**config.mk**
```make
export PLATFORM = sky130hd
export DESIGN_NAME = tcc_timer
export DESIGN_NICKNAME = d
export VERILOG_FILES = /design/src/tcc_pkg.sv /design/src/tcc_timer.sv
export VERILOG_INCLUDE_DIRS = /design/src
export SDC_FILE = /design/constraint.sdc
export NUM_CORES = 1
export LEC_CHECK = 0
export ABC_AREA = 1
export BUFFER_PORTS_ARGS = -buffer_cell sky130_fd_sc_hd__buf_2
export CORE_ASPECT_RATIO = 1.2
export CORE_UTILIZATION = 42
export CTS_CLUSTER_DIAMETER = 30
export CTS_CLUSTER_SIZE = 12
export DETAILED_ROUTE_END_ITERATION = 6
export GPL_TIMING_DRIVEN = 0
export HOLD_SLACK_MARGIN = 0.15
export PLACE_DENSITY = 0.73
export RECOVER_POWER = 50
export SETUP_SLACK_MARGIN = 0.15
export SKIP_LAST_GASP = 1
export SYNTH_ARGS = -nofsm -noshare
export SYNTH_HDL_FRONTEND = slang
export SYNTH_SLANG_ARGS = --single-unit
```
**constraint.sdc**
```tcl
create_clock -name pclk -period 1.7 [get_ports pclk]
set_input_delay 0.425 -clock pclk [delete_from_list [all_inputs] [get_ports pclk]]
set_output_delay 0.425 -clock pclk [all_outputs]
set_load 0.02 [all_outputs]
```
**src/tcc_params.svh**
```systemverilog
`ifndef TCC_PARAMS_SVH
`define TCC_PARAMS_SVH

// Register byte addresses on the APB port.
`define TCC_A_PDATA   8'h00
`define TCC_A_PDIR    8'h04
`define TCC_A_IOSEL   8'h08
`define TCC_A_CTRL    8'h0C
`define TCC_A_SYSC    8'h10
`define TCC_A_FORCE   8'h14
`define TCC_A_CH3     8'h18
`define TCC_A_CNT     8'h1C
`define TCC_A_CHV0    8'h20
`define TCC_A_CHV1    8'h24
`define TCC_A_CHV2    8'h28
`define TCC_A_CHV3    8'h2C
`define TCC_A_STAT    8'h30
`define TCC_A_IEN     8'h34

// Field positions.
`define TCC_CTRL_OM   0
`define TCC_CTRL_OL   4
`define TCC_CTRL_RISE 8
`define TCC_CTRL_FALL 12
`define TCC_SC_EN     0
`define TCC_SC_CRST   1
`define TCC_SC_PR     2
`define TCC_CH3_MASK  0
`define TCC_CH3_DATA  8

// Reset values.
`define TCC_RST_NIB   4'h0
`define TCC_RST_CTRL  16'h0000
`define TCC_RST_SYSC  5'h00
`define TCC_RST_CNT   16'h0000

// Prescaler: select 0 divides by 1, any other code divides by 16.
`define TCC_DIV_SLOW  5'd16
`define TCC_PR_FAST   3'h0

`endif

```
**src/tcc_pkg.sv**
```systemverilog
`default_nettype none
package tcc_pkg;

   // One APB request as the master drives it.
   typedef struct packed {
      logic        psel;    // Slave selected.
      logic        penable; // Access phase.
      logic        pwrite;  // Write when high.
      logic [7:0]  paddr;   // Byte address.
      logic [31:0] pwdata;  // Write data.
   } tcc_apb_req_t;

   // The answer of the slave.
   typedef struct packed {
      logic        pready;  // Transfer completes.
      logic        pslverr; // Unmapped address.
      logic [31:0] prdata;  // Read data.
   } tcc_apb_rsp_t;

   // The four timer pins as driven by the block.
   typedef struct packed {
      logic [3:0] level;    // Driven level.
      logic [3:0] enable;   // Output enable, high while driven.
   } tcc_pin_drv_t;

endpackage
`default_nettype wire

```
**src/tcc_timer.sv**
```systemverilog
// Behaviour
// Four buffered data bits drive general outputs.
// Data read: pin if input, latch if output.
// Data writes to compare pins only latch.
// Four direction bits, reset to all inputs.
// Software writes zero to reserved upper bits.
// One shared free-running 16-bit counter, four channels.
// Prescaler divides clock by 1 or 16.
// Capture channel copies counter on active edge.
// Capture pulses last over two clock periods.
// Capture only while pin direction is input.
// Event sets flag; interrupt needs enable bit.
// Compare match acts on pin, sets flag.
// Mode and level select set, clear, toggle.
// Force compare acts without setting the flag.
// Channel 3 compare overrides all other channels.
// Channel 3 compare loads masked data bits.
// Channel 3 compare may reset the counter.
// Compare drives pin whatever the direction bit.
// Event flags clear by writing one.
`timescale 1ns/100ps
`default_nettype none
`include "tcc_params.svh"

module tcc_timer (
   input  wire logic                  pclk,    // Module clock, 250 MHz.
   input  wire logic                  presetn, // Asynchronous reset, low.
   input  wire logic                  clk_en,  // Freezes all state when low.
   input  wire tcc_pkg::tcc_apb_req_t apb_req, // APB request.
   output var  tcc_pkg::tcc_apb_rsp_t apb_rsp, // APB answer.
   input  wire logic [3:0]            pin_in,  // Pin levels from outside.
   output var  tcc_pkg::tcc_pin_drv_t pin_drv, // Pin drive and enable.
   output var  logic                  irq      // Level interrupt request.
);
   import tcc_pkg::*;

   logic [3:0]  pin_data_q;      // Port data latch.
   logic [3:0]  pin_dir_q;       // Direction bits, 1 is output.
   logic [3:0]  io_sel_q;        // 1 selects output compare.
   logic [15:0] ctrl_q;          // Modes, levels and capture edges.
   logic [4:0]  sysc_q;          // Enable, counter reset, prescale.
   logic [3:0]  ch3_mask_q;      // Channel 3 mask bits.
   logic [3:0]  ch3_data_q;      // Channel 3 data bits.
   logic [15:0] cnt_q;           // Shared counter.
   logic [15:0] chv_q [4];       // Channel value registers.
   logic [3:0]  flag_q;          // Channel event flags.
   logic [3:0]  ien_q;           // Channel interrupt enables.
   logic [3:0]  oc_q;            // Compare output levels.
   logic [3:0]  pre_q;           // Prescaler count.
   logic        step_q;          // Counter changed last cycle.
   logic [3:0]  sync1_q;         // First synchroniser stage.
   logic [3:0]  sync2_q;         // Second synchroniser stage.
   logic [3:0]  prev_q;          // Delayed copy for edge detection.
   logic        pready_q;        // Registered ready.
   logic        pslverr_q;       // Registered error.
   logic [31:0] prdata_q;        // Registered read data.
   logic        irq_q;           // Registered interrupt.
   logic [3:0]  drv_lvl_q;       // Registered pin level.
   logic [3:0]  drv_en_q;        // Registered pin enable.

   logic        wr_en;           // Write takes effect this edge.
   logic        setup;           // Setup phase of a transfer.
   logic [31:0] rd_d;            // Read data for the address.
   logic        err_d;           // Address is unmapped.
   logic        tmr_en;          // Timer enabled.
   logic        tick;            // Counter advances this cycle.
   logic [3:0]  rise;            // Rising edges seen.
   logic [3:0]  fall;            // Falling edges seen.
   logic [3:0]  cap_ev;          // Capture events.
   logic [3:0]  cmp_ev;          // Compare matches.
   logic [3:0]  force_ev;        // Forced compares.
   logic [3:0]  act;             // Compare actions to perform.
   logic        ch3_hit;         // Channel 3 compare action.
   logic [3:0]  oc_on;           // Compare logic owns the pin.
   logic [3:0]  flag_d;          // Next flags.
   logic [3:0]  pin_data_d;      // Next port data latch.
   logic [3:0]  lvl_d;           // Next pin level.
   logic [3:0]  en_d;            // Next pin enable.

   // Bus phase decode; a write lands on the edge that sees pready.
   assign setup = apb_req.psel & ~apb_req.penable;
   assign wr_en = apb_req.psel & apb_req.penable & pready_q
                  & apb_req.pwrite;

   // Timer enable and the shared counter tick.
   assign tmr_en = sysc_q[`TCC_SC_EN];
   assign tick   = tmr_en & (pre_q == 4'h0);

   // Edge detection reads only the second synchroniser stage.
   assign rise = sync2_q & ~prev_q;
   assign fall = ~sync2_q & prev_q;

   // Per-channel events.
   always_comb begin
      for (int n = 0; n < 4; n++) begin
         // Capture needs an input pin and an enabled edge.
         cap_ev[n] = tmr_en & ~io_sel_q[n] & ~pin_dir_q[n]
                     & ((rise[n] & ctrl_q[`TCC_CTRL_RISE + n])
                     | (fall[n] & ctrl_q[`TCC_CTRL_FALL + n]));
         // A compare fires once when the counter reaches the value.
         cmp_ev[n] = tmr_en & io_sel_q[n] & step_q
                     & (cnt_q == chv_q[n]);
         // A forced compare comes from a force register write.
         force_ev[n] = wr_en & (apb_req.paddr == `TCC_A_FORCE)
                       & io_sel_q[n] & apb_req.pwdata[n];
         // Compare logic owns the pin of a compare channel while the timer is enabled, unless mode and level are zero.
         oc_on[n] = tmr_en & io_sel_q[n]
                    & (ctrl_q[`TCC_CTRL_OM + n]
                    | ctrl_q[`TCC_CTRL_OL + n]);
      end
   end

   // Any action, real or forced, moves the compare outputs.
   // Channel 3 acting in a cycle silences the other channels then.
   assign act     = cmp_ev | force_ev;
   assign ch3_hit = act[3];

   // Flags: hardware set wins over a software clear in the same cycle.
   always_comb begin
      flag_d = flag_q;
      if (wr_en && apb_req.paddr == `TCC_A_STAT) begin
         flag_d = flag_q & ~apb_req.pwdata[3:0];
      end
      // Forced compares are left out, so they never set a flag.
      flag_d = flag_d | cap_ev | cmp_ev;
   end

   // Port data latch: channel 3 compare beats a bus write.
   always_comb begin
      pin_data_d = pin_data_q;
      if (wr_en && apb_req.paddr == `TCC_A_PDATA) begin
         // Only the low nibble is kept; reserved bits are dropped.
         pin_data_d = apb_req.pwdata[3:0];
      end
      if (ch3_hit) begin
         pin_data_d = (pin_data_d & ~ch3_mask_q)
                      | (ch3_data_q & ch3_mask_q);
      end
   end

   // Pin drive: compare first, then direction bit, else released.
   always_comb begin
      for (int n = 0; n < 4; n++) begin
         if (oc_on[n]) begin
            lvl_d[n] = oc_q[n];
            en_d[n]  = 1'b1;
         end else if (pin_dir_q[n]) begin
            lvl_d[n] = pin_data_q[n];
            en_d[n]  = 1'b1;
         end else begin
            // Released pin: the outside world sets its level.
            lvl_d[n] = 1'b0;
            en_d[n]  = 1'b0;
         end
      end
   end

   // Read data mux; reserved bits read as zero.
   always_comb begin
      rd_d  = 32'h0000_0000;
      err_d = 1'b0;
      unique case (apb_req.paddr)
         `TCC_A_PDATA: begin
            // Inputs show the pin, outputs the latch.
            rd_d[3:0] = (pin_dir_q & pin_data_q)
                        | (~pin_dir_q & sync2_q);
         end
         `TCC_A_PDIR:  rd_d[3:0]  = pin_dir_q;
         `TCC_A_IOSEL: rd_d[3:0]  = io_sel_q;
         `TCC_A_CTRL:  rd_d[15:0] = ctrl_q;
         `TCC_A_SYSC:  rd_d[4:0]  = sysc_q;
         `TCC_A_FORCE: rd_d       = 32'h0000_0000;
         `TCC_A_CH3: begin
            rd_d[`TCC_CH3_MASK +: 4] = ch3_mask_q;
            rd_d[`TCC_CH3_DATA +: 4] = ch3_data_q;
         end
         `TCC_A_CNT:   rd_d[15:0] = cnt_q;
         `TCC_A_CHV0:  rd_d[15:0] = chv_q[0];
         `TCC_A_CHV1:  rd_d[15:0] = chv_q[1];
         `TCC_A_CHV2:  rd_d[15:0] = chv_q[2];
         `TCC_A_CHV3:  rd_d[15:0] = chv_q[3];
         `TCC_A_STAT:  rd_d[3:0]  = flag_q;
         `TCC_A_IEN:   rd_d[3:0]  = ien_q;
         default:      err_d      = 1'b1;
      endcase
   end

   // APB answer: ready rises in the access phase, one wait-free cycle.
   always_ff @(posedge pclk or negedge presetn) begin
      if (!presetn) begin
         pready_q  <= 1'b0;
         pslverr_q <= 1'b0;
         prdata_q  <= 32'h0000_0000;
      end else if (clk_en) begin
         pready_q  <= setup;
         pslverr_q <= setup & err_d;
         // Read data is taken at the setup edge, so it stands with pready.
         if (setup && !apb_req.pwrite) begin
            prdata_q <= rd_d;
         end
      end
   end

   // Configuration registers written by software.
   always_ff @(posedge pclk or negedge presetn) begin
      if (!presetn) begin
         pin_dir_q  <= `TCC_RST_NIB;
         io_sel_q   <= `TCC_RST_NIB;
         ctrl_q     <= `TCC_RST_CTRL;
         sysc_q     <= `TCC_RST_SYSC;
         ch3_mask_q <= `TCC_RST_NIB;
         ch3_data_q <= `TCC_RST_NIB;
         ien_q      <= `TCC_RST_NIB;
      end else if (clk_en && wr_en) begin
         unique case (apb_req.paddr)
            `TCC_A_PDIR:  pin_dir_q <= apb_req.pwdata[3:0];
            `TCC_A_IOSEL: io_sel_q  <= apb_req.pwdata[3:0];
            `TCC_A_CTRL:  ctrl_q    <= apb_req.pwdata[15:0];
            `TCC_A_SYSC:  sysc_q    <= apb_req.pwdata[4:0];
            `TCC_A_CH3: begin
               ch3_mask_q <= apb_req.pwdata[`TCC_CH3_MASK +: 4];
               ch3_data_q <= apb_req.pwdata[`TCC_CH3_DATA +: 4];
            end
            `TCC_A_IEN:   ien_q     <= apb_req.pwdata[3:0];
            default: begin
               // Other addresses are handled by their own processes.
            end
         endcase
      end
   end

   // Port data latch.
   always_ff @(posedge pclk or negedge presetn) begin
      if (!presetn) begin
         pin_data_q <= `TCC_RST_NIB;
      end else if (clk_en) begin
         pin_data_q <= pin_data_d;
      end
   end

   // Prescaler: select zero passes every clock, others divide by 16.
   always_ff @(posedge pclk or negedge presetn) begin
      if (!presetn) begin
         pre_q <= 4'h0;
      end else if (clk_en) begin
         // A disabled timer or a fast select holds the divider at zero.
         if (!tmr_en
             || sysc_q[`TCC_SC_PR +: 3] == `TCC_PR_FAST) begin
            pre_q <= 4'h0;
         end else if (pre_q == 4'((`TCC_DIV_SLOW) - 5'd1)) begin
            pre_q <= 4'h0;
         end else begin
            pre_q <= pre_q + 4'h1;
         end
      end
   end

   // Free-running counter, reset by channel 3 when enabled.
   always_ff @(posedge pclk or negedge presetn) begin
      if (!presetn) begin
         cnt_q  <= `TCC_RST_CNT;
         step_q <= 1'b0;
      end else if (clk_en) begin
         // The step flag lets a compare fire once per counter value.
         step_q <= tick;
         // A reset from channel 3 wins over a tick in the same cycle.
         if (cmp_ev[3] && sysc_q[`TCC_SC_CRST]) begin
            cnt_q <= `TCC_RST_CNT;
         end else if (tick) begin
            cnt_q <= cnt_q + 16'h0001;
         end
      end
   end

   // Channel value registers; a capture wins over a bus write.
   always_ff @(posedge pclk or negedge presetn) begin
      if (!presetn) begin
         for (int n = 0; n < 4; n++) begin
            chv_q[n] <= 16'h0000;
         end
      end else if (clk_en) begin
         for (int n = 0; n < 4; n++) begin
            // Software may preload a value; a capture overwrites it.
            if (cap_ev[n]) begin
               chv_q[n] <= cnt_q;
            end else if (wr_en && apb_req.paddr
                         == 8'(`TCC_A_CHV0 + 4 * n)) begin
               chv_q[n] <= apb_req.pwdata[15:0];
            end
         end
      end
   end

   // Compare output levels; channel 3 overrides the other channels.
   always_ff @(posedge pclk or negedge presetn) begin
      if (!presetn) begin
         oc_q <= `TCC_RST_NIB;
      end else if (clk_en) begin
         for (int n = 0; n < 4; n++) begin
            // Masked channel 3 data wins over any other action on the pin.
            if (ch3_hit && ch3_mask_q[n]) begin
               oc_q[n] <= ch3_data_q[n];
            end else if (act[n] && (n == 3 || !ch3_hit)) begin
               // Mode and level: 01 toggle, 10 clear, 11 set.
               unique case ({ctrl_q[`TCC_CTRL_OM + n],
                             ctrl_q[`TCC_CTRL_OL + n]})
                  2'b01:   oc_q[n] <= ~oc_q[n];
                  2'b10:   oc_q[n] <= 1'b0;
                  2'b11:   oc_q[n] <= 1'b1;
                  default: oc_q[n] <= oc_q[n];
               endcase
            end
         end
      end
   end

   // Event flags.
   always_ff @(posedge pclk or negedge presetn) begin
      if (!presetn) begin
         flag_q <= `TCC_RST_NIB;
      end else if (clk_en) begin
         flag_q <= flag_d;
      end
   end

   // Interrupt: high while an enabled flag is set.
   always_ff @(posedge pclk or negedge presetn) begin
      if (!presetn) begin
         irq_q <= 1'b0;
      end else if (clk_en) begin
         // Next flags are used so the line follows a set without delay.
         irq_q <= |(flag_d & ien_q);
      end
   end

   // Pin input synchroniser and edge-detect delay stage.
   always_ff @(posedge pclk or negedge presetn) begin
      if (!presetn) begin
         sync1_q <= `TCC_RST_NIB;
         sync2_q <= `TCC_RST_NIB;
         prev_q  <= `TCC_RST_NIB;
      end else if (clk_en) begin
         // Only the second stage feeds logic; the first may be metastable.
         sync1_q <= pin_in;
         sync2_q <= sync1_q;
         prev_q  <= sync2_q;
      end
   end

   // Registered pin drive.
   always_ff @(posedge pclk or negedge presetn) begin
      if (!presetn) begin
         drv_lvl_q <= `TCC_RST_NIB;
         drv_en_q  <= `TCC_RST_NIB;
      end else if (clk_en) begin
         // Registering the drive keeps every pin output free of glitches.
         drv_lvl_q <= lvl_d;
         drv_en_q  <= en_d;
      end
   end

   // Outputs straight from flip-flops.
   // No logic sits between these registers and the ports.
   assign apb_rsp.pready  = pready_q;
   assign apb_rsp.pslverr = pslverr_q;
   assign apb_rsp.prdata  = prdata_q;
   assign pin_drv.level   = drv_lvl_q;
   assign pin_drv.enable  = drv_en_q;
   assign irq             = irq_q;

endmodule // tcc_timer

`default_nettype wire

```
Word level (Yosys, flattened, before mapping) --
Cells that the tools add are included.
Storage, ports and cells: register bits 177, input bits 50, output and inout port bits 43, word-level logic and storage cells 254
Operators by class: $add $sub $neg 2, equality and inequality tests 30, multiplexer cells 49, bitwise gates (word level) 90, reduce and logical (&&, ||, !) cells 54
Operator list (number):
- $mux W16 | 10
- $eq A16 B16 Y1 | 4
- $pmux W4 S13 | 1
- $and A1 B1 Y1 | 51
- $eq A8 B6 Y1 const B | 6
- $and A4 B4 Y4 | 8
- $eq A8 B5 Y1 const B | 4
- $pmux W4 S7 | 1
- $mux W1 | 25
- $pmux W4 S6 | 1
- $reduce_and A2 Y1 | 12
- $mux W4 | 5
- $not A4 Y4 | 5
- $or A4 B4 Y4 | 5
- $pmux W3 S6 | 1
- $reduce_bool A2 Y1 | 9
- $add A16 B1 Y16 const B | 1
- $eq A2 B2 Y1 const B | 8
- $eq A8 B4 Y1 const B | 2
- $logic_and A1 B1 Y1 | 16
- $reduce_bool A4 Y1 | 4
- $reduce_or A14 Y1 | 1
- $not A1 Y1 | 13
- $pmux W1 S3 | 4
- 13 further kinds | 28

Depth between registers and ports, before layout --
depth in word-level cells 11, depth in mapped cells 16, gate-level depth less buffers 15

Worst setup path before layout --
No wires, ideal clock.
path type register -> register, from reg pre_q[0], to reg cnt_q[15], setup time 121 ps, arrival time 1495 ps, data required time 1579 ps, slack 84 ps, cell stages (with the launch flop) 10, path buffers 0, clock period less this slack 1616 ps, cells stage by stage dfrtp_1 -> inv_1 -> ha_1 -> nand3_1 -> nor2_4 -> inv_1 -> nor4_2 -> nand2_1 -> o21bai_1 -> a21oi_1
On the way: longest elaborated chain between the ends 4
RTL lines:
- from (decl) | RTL line tcc_timer.sv:49 | logic [3:0] pre_q;
- from (signal assigned) | RTL line tcc_timer.sv:253 | pre_q <= pre_q + 4'h1;
- $logic_not A4 Y1 | RTL line tcc_timer.sv:87 | assign tick = tmr_en & (pre_q == 4'h0);
- $and A1 B1 Y1 | RTL line tcc_timer.sv:87
- $reduce_bool A2 Y1 (no source line)
- $reduce_and A2 Y1 (no source line)
- to (signal assigned) | RTL line tcc_timer.sv:261 | cnt_q <= `TCC_RST_CNT;
- to (signal assigned) | RTL line tcc_timer.sv:268 | cnt_q <= `TCC_RST_CNT;
- to (signal assigned) | RTL line tcc_timer.sv:270 | cnt_q <= cnt_q + 16'h0001;
- to (decl) | RTL line tcc_timer.sv:44 | logic [15:0] cnt_q;
No other way between the ends. A chain may end at the register's enable or synchronous reset.

Final worst setup path --
from reg chv_q[0] in the netlist's numbering, to reg cnt_q[7]
On the way: longest elaborated chain between the ends 5, elaborated cells between the ends (all ways) 6, those cells by class 1 x eq/ne; 1 x mux; 1 x bitwise; 3 x reduce/logical
RTL lines:
- from (decl) | RTL line tcc_timer.sv:45 | logic [15:0] chv_q [4];
- from (signal, indexed assignment) | RTL line tcc_timer.sv:285 | chv_q[n] <= cnt_q;
- from (signal, indexed assignment) | RTL line tcc_timer.sv:288 | chv_q[n] <= apb_req.pwdata[15:0];
- $eq A16 B16 Y1 * | RTL line tcc_timer.sv:102 | & (cnt_q == chv_q[n]);
- $and A1 B1 Y1 * | RTL line tcc_timer.sv:102
- $logic_and A1 B1 Y1 * | RTL line tcc_timer.sv:267 | if (cmp_ev[3] && sysc_q[`TCC_SC_CRST]) begin
- $reduce_bool A2 Y1 (no source line)
- $reduce_and A2 Y1 (no source line)
Mark *: on every way between the ends. The rest lies on a longest branch, timed or not.

==> run summary <==
Status -> finished with violations
Failing checks -> design-rule violations, negative setup slack
Hold Path Class -> input port to flip-flop
Post-synthesis async set-or-reset flop share -> 100%
Last weighted congestion value of the routability-driven placer -> 1.03
Final Net Count -> 1745
Drt first pass iters -> 7
IO Port Bufs -> 60
Worst Setup Start Kind -> flip-flop
First-pass GRT wire length -> 67400 microns
CP Capture Type -> flip-flop
Hold path start -> pin_in[2]
Fin worst setup slack -> -0.265 ns
Initial antenna violation count -> 2
Unrepaired setup endpoints after global routing -> true
YS warnings -> 0
Remaining global-route overflow -> 0
Main synth FF type -> dfrtp_1
Fin crit period -> 1.97 ns
F_max -> 509 MHz
Final hold vios -> 0
Final period utilization -> 116%
Final Max Tran Viols -> 0
Area delta synth->final -> 41.4%
Worst Path Arrival -> 2.31 ns
Part of the Yosys area used for sequential elements -> 40.8%
Final ANT Viol Nets -> 0
Pin slew with the least headroom to its limit -> 1.20 ns
Number of fill cells -> 2198
Routed WL -> 47800 microns
Clock root cell -> clkbuf_16
Starting Density -> 42.6%
FF+latch count, synth -> 177
Hold path cells -> 3
Drc violations -> 2
Hold path endpoint -> sync1_q[2]
Area of the mapped netlist -> 10800 sq um
Average size of a mapped cell -> 7.55 sq um
Dpl hpwl -> 32200 microns
Core area -> 25500 sq um
# rows -> 64
Maxcap violations -> 0
Die area -> 26500 sq um
Initial DRC count -> 1187
Clock sink count -> 177
Pleak -> 7.08 nW
CTS tree -> done
Post-synth top area share -> 40.8%
Clock-pin slew on the worst setup and hold paths -> 0.08 ns
Cells after synthesis -> 1437
Worst EP required -> 2.05 ns
Final Setup Violations -> 47
Critical R2R Launch -> chv_q[0]
Die height -> 178 microns
Capturing point of the worst reg2reg path -> cnt_q[7]
Post-route setup TNS -> -5.48 ns
I/O pins -> 93
Crit-path max FO -> 5
Worst skew pair latency -> 0.45 ns
Avg WL per Cell -> 23.5 microns
Vias/cell -> 5.86
FF-to-FF path depth -> 10
Layout cells sized above 1 -> 36.1%
Largest net degree at the start of global routing -> 97
Cts bufs inserted -> 17
Synth cell types -> 60
Vias in the first global route -> 11100
Worst Skew -> 0.0106 ns
FF-to-FF setup slack -> -0.27 ns
Setup CP Type -> flip-flop to flip-flop
Routed via count -> 11900
Largest area contributor in the synthesized netlist -> dfrtp_1
CTS H-tree lvls -> 4
Clock buffer depth -> 2
Post-synth EDFFs -> 0
GRT Util Overall -> 35.2%
Rel. slew slack -> 19.9%
Pwr Density -> 672 nW/um^2
Top post-synthesis cells by area -> dfrtp_1 (41%), nand2_1 (14%), o21ai_0 (6.5%)
Maximum vdd drop -> 617 uV
Die width -> 149 microns
Pre-CTS setup slack -> -0.795 ns
[kinds of logic (layout without fill, tap and decap cells)]
family / count (synthesis) / count (layout) / synth area share (%)
fa+ha+maj: 9 / 9 / 1.04
xor+xnor: 33 / 33 / 2.73
mux: 4 / 4 / 0.415
flops: 177 / 177 / 40.8
buf+inv: 237 / 482 / 10.5
other cells: 1 / 17 / 0.0346
simple gates: 656 / 657 / 27.0
compound gates: 320 / 321 / 17.5
[per-layer routing]
metal  GRT usage, %  wire [microns]
met5              0               9
met3           5.22            3880
met2           57.5           22100
met4           26.2            4170
met1           42.0           17500
[registers in the layout, indices dropped and copies added, names as in the netlist, 5 cells and up]
name / flops
chv_q: 64
cnt_q: 16
ctrl_q: 16
prdata_q: 16
sysc_q: 5
[synth_stat cells, types with 3 or more instances]
master     count
o31ai_1        3
buf_4         26
o21ai_2        4
nor2_2         5
nor4_1         3
nand2_1      399
nand3_2        5
inv_1        134
nand4_1       16
o21ai_1       16
buf_2         17
o2111ai_1      3
o21a_1         4
a31oi_1        7
nand2_4        5
o21ai_0      141
dfrtp_1      177
a221oi_1       6
a21oi_1       42
clkbuf_1      22
nor3_1        25
inv_2         10
nand3_1       61
buf_6         12
xor2_1        15
nand3b_1       3
buf_1          4
nor2_4        12
nand2_2       11
o22ai_1       26
ha_1           9
o211ai_1      55
inv_4          7
nor2_1       100
xnor2_1       17
mux2_2         4
[critical path, stage by stage (launching register included)]
cell and delay (ns):
dfrtp_1 0.39, inv_1 0.24, nand2_1 0.11, nand2_2 0.10, nand3_2 0.09, nor2_4 0.15
nand4_4 0.18, o21ai_4 0.38, nand2_2 0.10, nand2_2 0.07, a21oi_2 0.05
[repair_timing]
item | in CTS | in global routing
gates resized for setup | 269 | 283
pin swaps | 45 | 74
buffers inserted | 92 | 46
cloned | 11 | 5
endpoints found under the hold margin | 81 | 81
endpoints found under the setup margin | 157 | 160
[metrics by stage]
stage / cell area, sq um / hold slack, ns / power, W / utilization, % / std cells
2_1_floorplan: 10900 / 0.129 / 0.00522 / - / 1452
3_3_place_gp: 11600 / 0.456 / 0.00567 / 45.7 / 1842
3_5_place_dp: 11700 / 0.459 / 0.00570 / 45.8 / 1843
4_1_cts: 13900 / -0.00328 / 0.0100 / 54.6 / 1978
5_1_grt: 15300 / 0.178 / 0.0105 / 60.2 / 2029
6_report: 15300 / 0.168 / 0.0103 / 60.2 / 2030
[cells in the final DEF, fill, tap and decap left out, types with 55 or more instances in the layout]
cell      synthesis  layout
buf_4            26     108
nand2_2          11      60
nor2_1          100      65
buf_2            17      58
dfrtp_1         177     170
o21ai_1          16      84
nand2_1         399     336
inv_1           134     116
o21ai_0         141      57
buf_6            12      74
o211ai_1         55      55
[final cells by class]
type                       instances  area [sq um]  share of cell area [%]
multi-input combinational       1040          6480                    42.2
antenna                            1          2.50                  0.0163
clock buffer                      19           443                    2.89
sequential                       177          4440                    28.9
buffer                            81           790                    5.15
inverter                         156           671                    4.37
clock inverter                    13           179                    1.17
tap                              330           413                    2.69
timing repair buffer             213          1920                    12.5
[worst max-delay path by stage]
stage | start | end | slack, ns | cells past startpoint
after floorplan | apb_req[39] | oc_q[0] | 0.09 | 12
after global placement | presetn | pre_q[2] | -2.80 | 1
final | chv_q[0] | cnt_q[7] | -0.27 | 10
after CTS | cnt_q[10] | oc_q[0] | -0.17 | 13
after detailed placement | apb_req[36] | prdata_q[11] | -0.80 | 9
after global routing | chv_q[0] | cnt_q[7] | -0.37 | 10
[power by group]
part	total (W)	switching (W)	internal (W)	leakage, nW
Combinational	0.00143	0.000900	0.000526	4.57
Clock	0.00432	0.00193	0.00239	0.299
Sequential	0.00456	0.000168	0.00440	2.21
Total	0.0103	0.00299	0.00731	7.08
(Power assumes the default switching activity.)
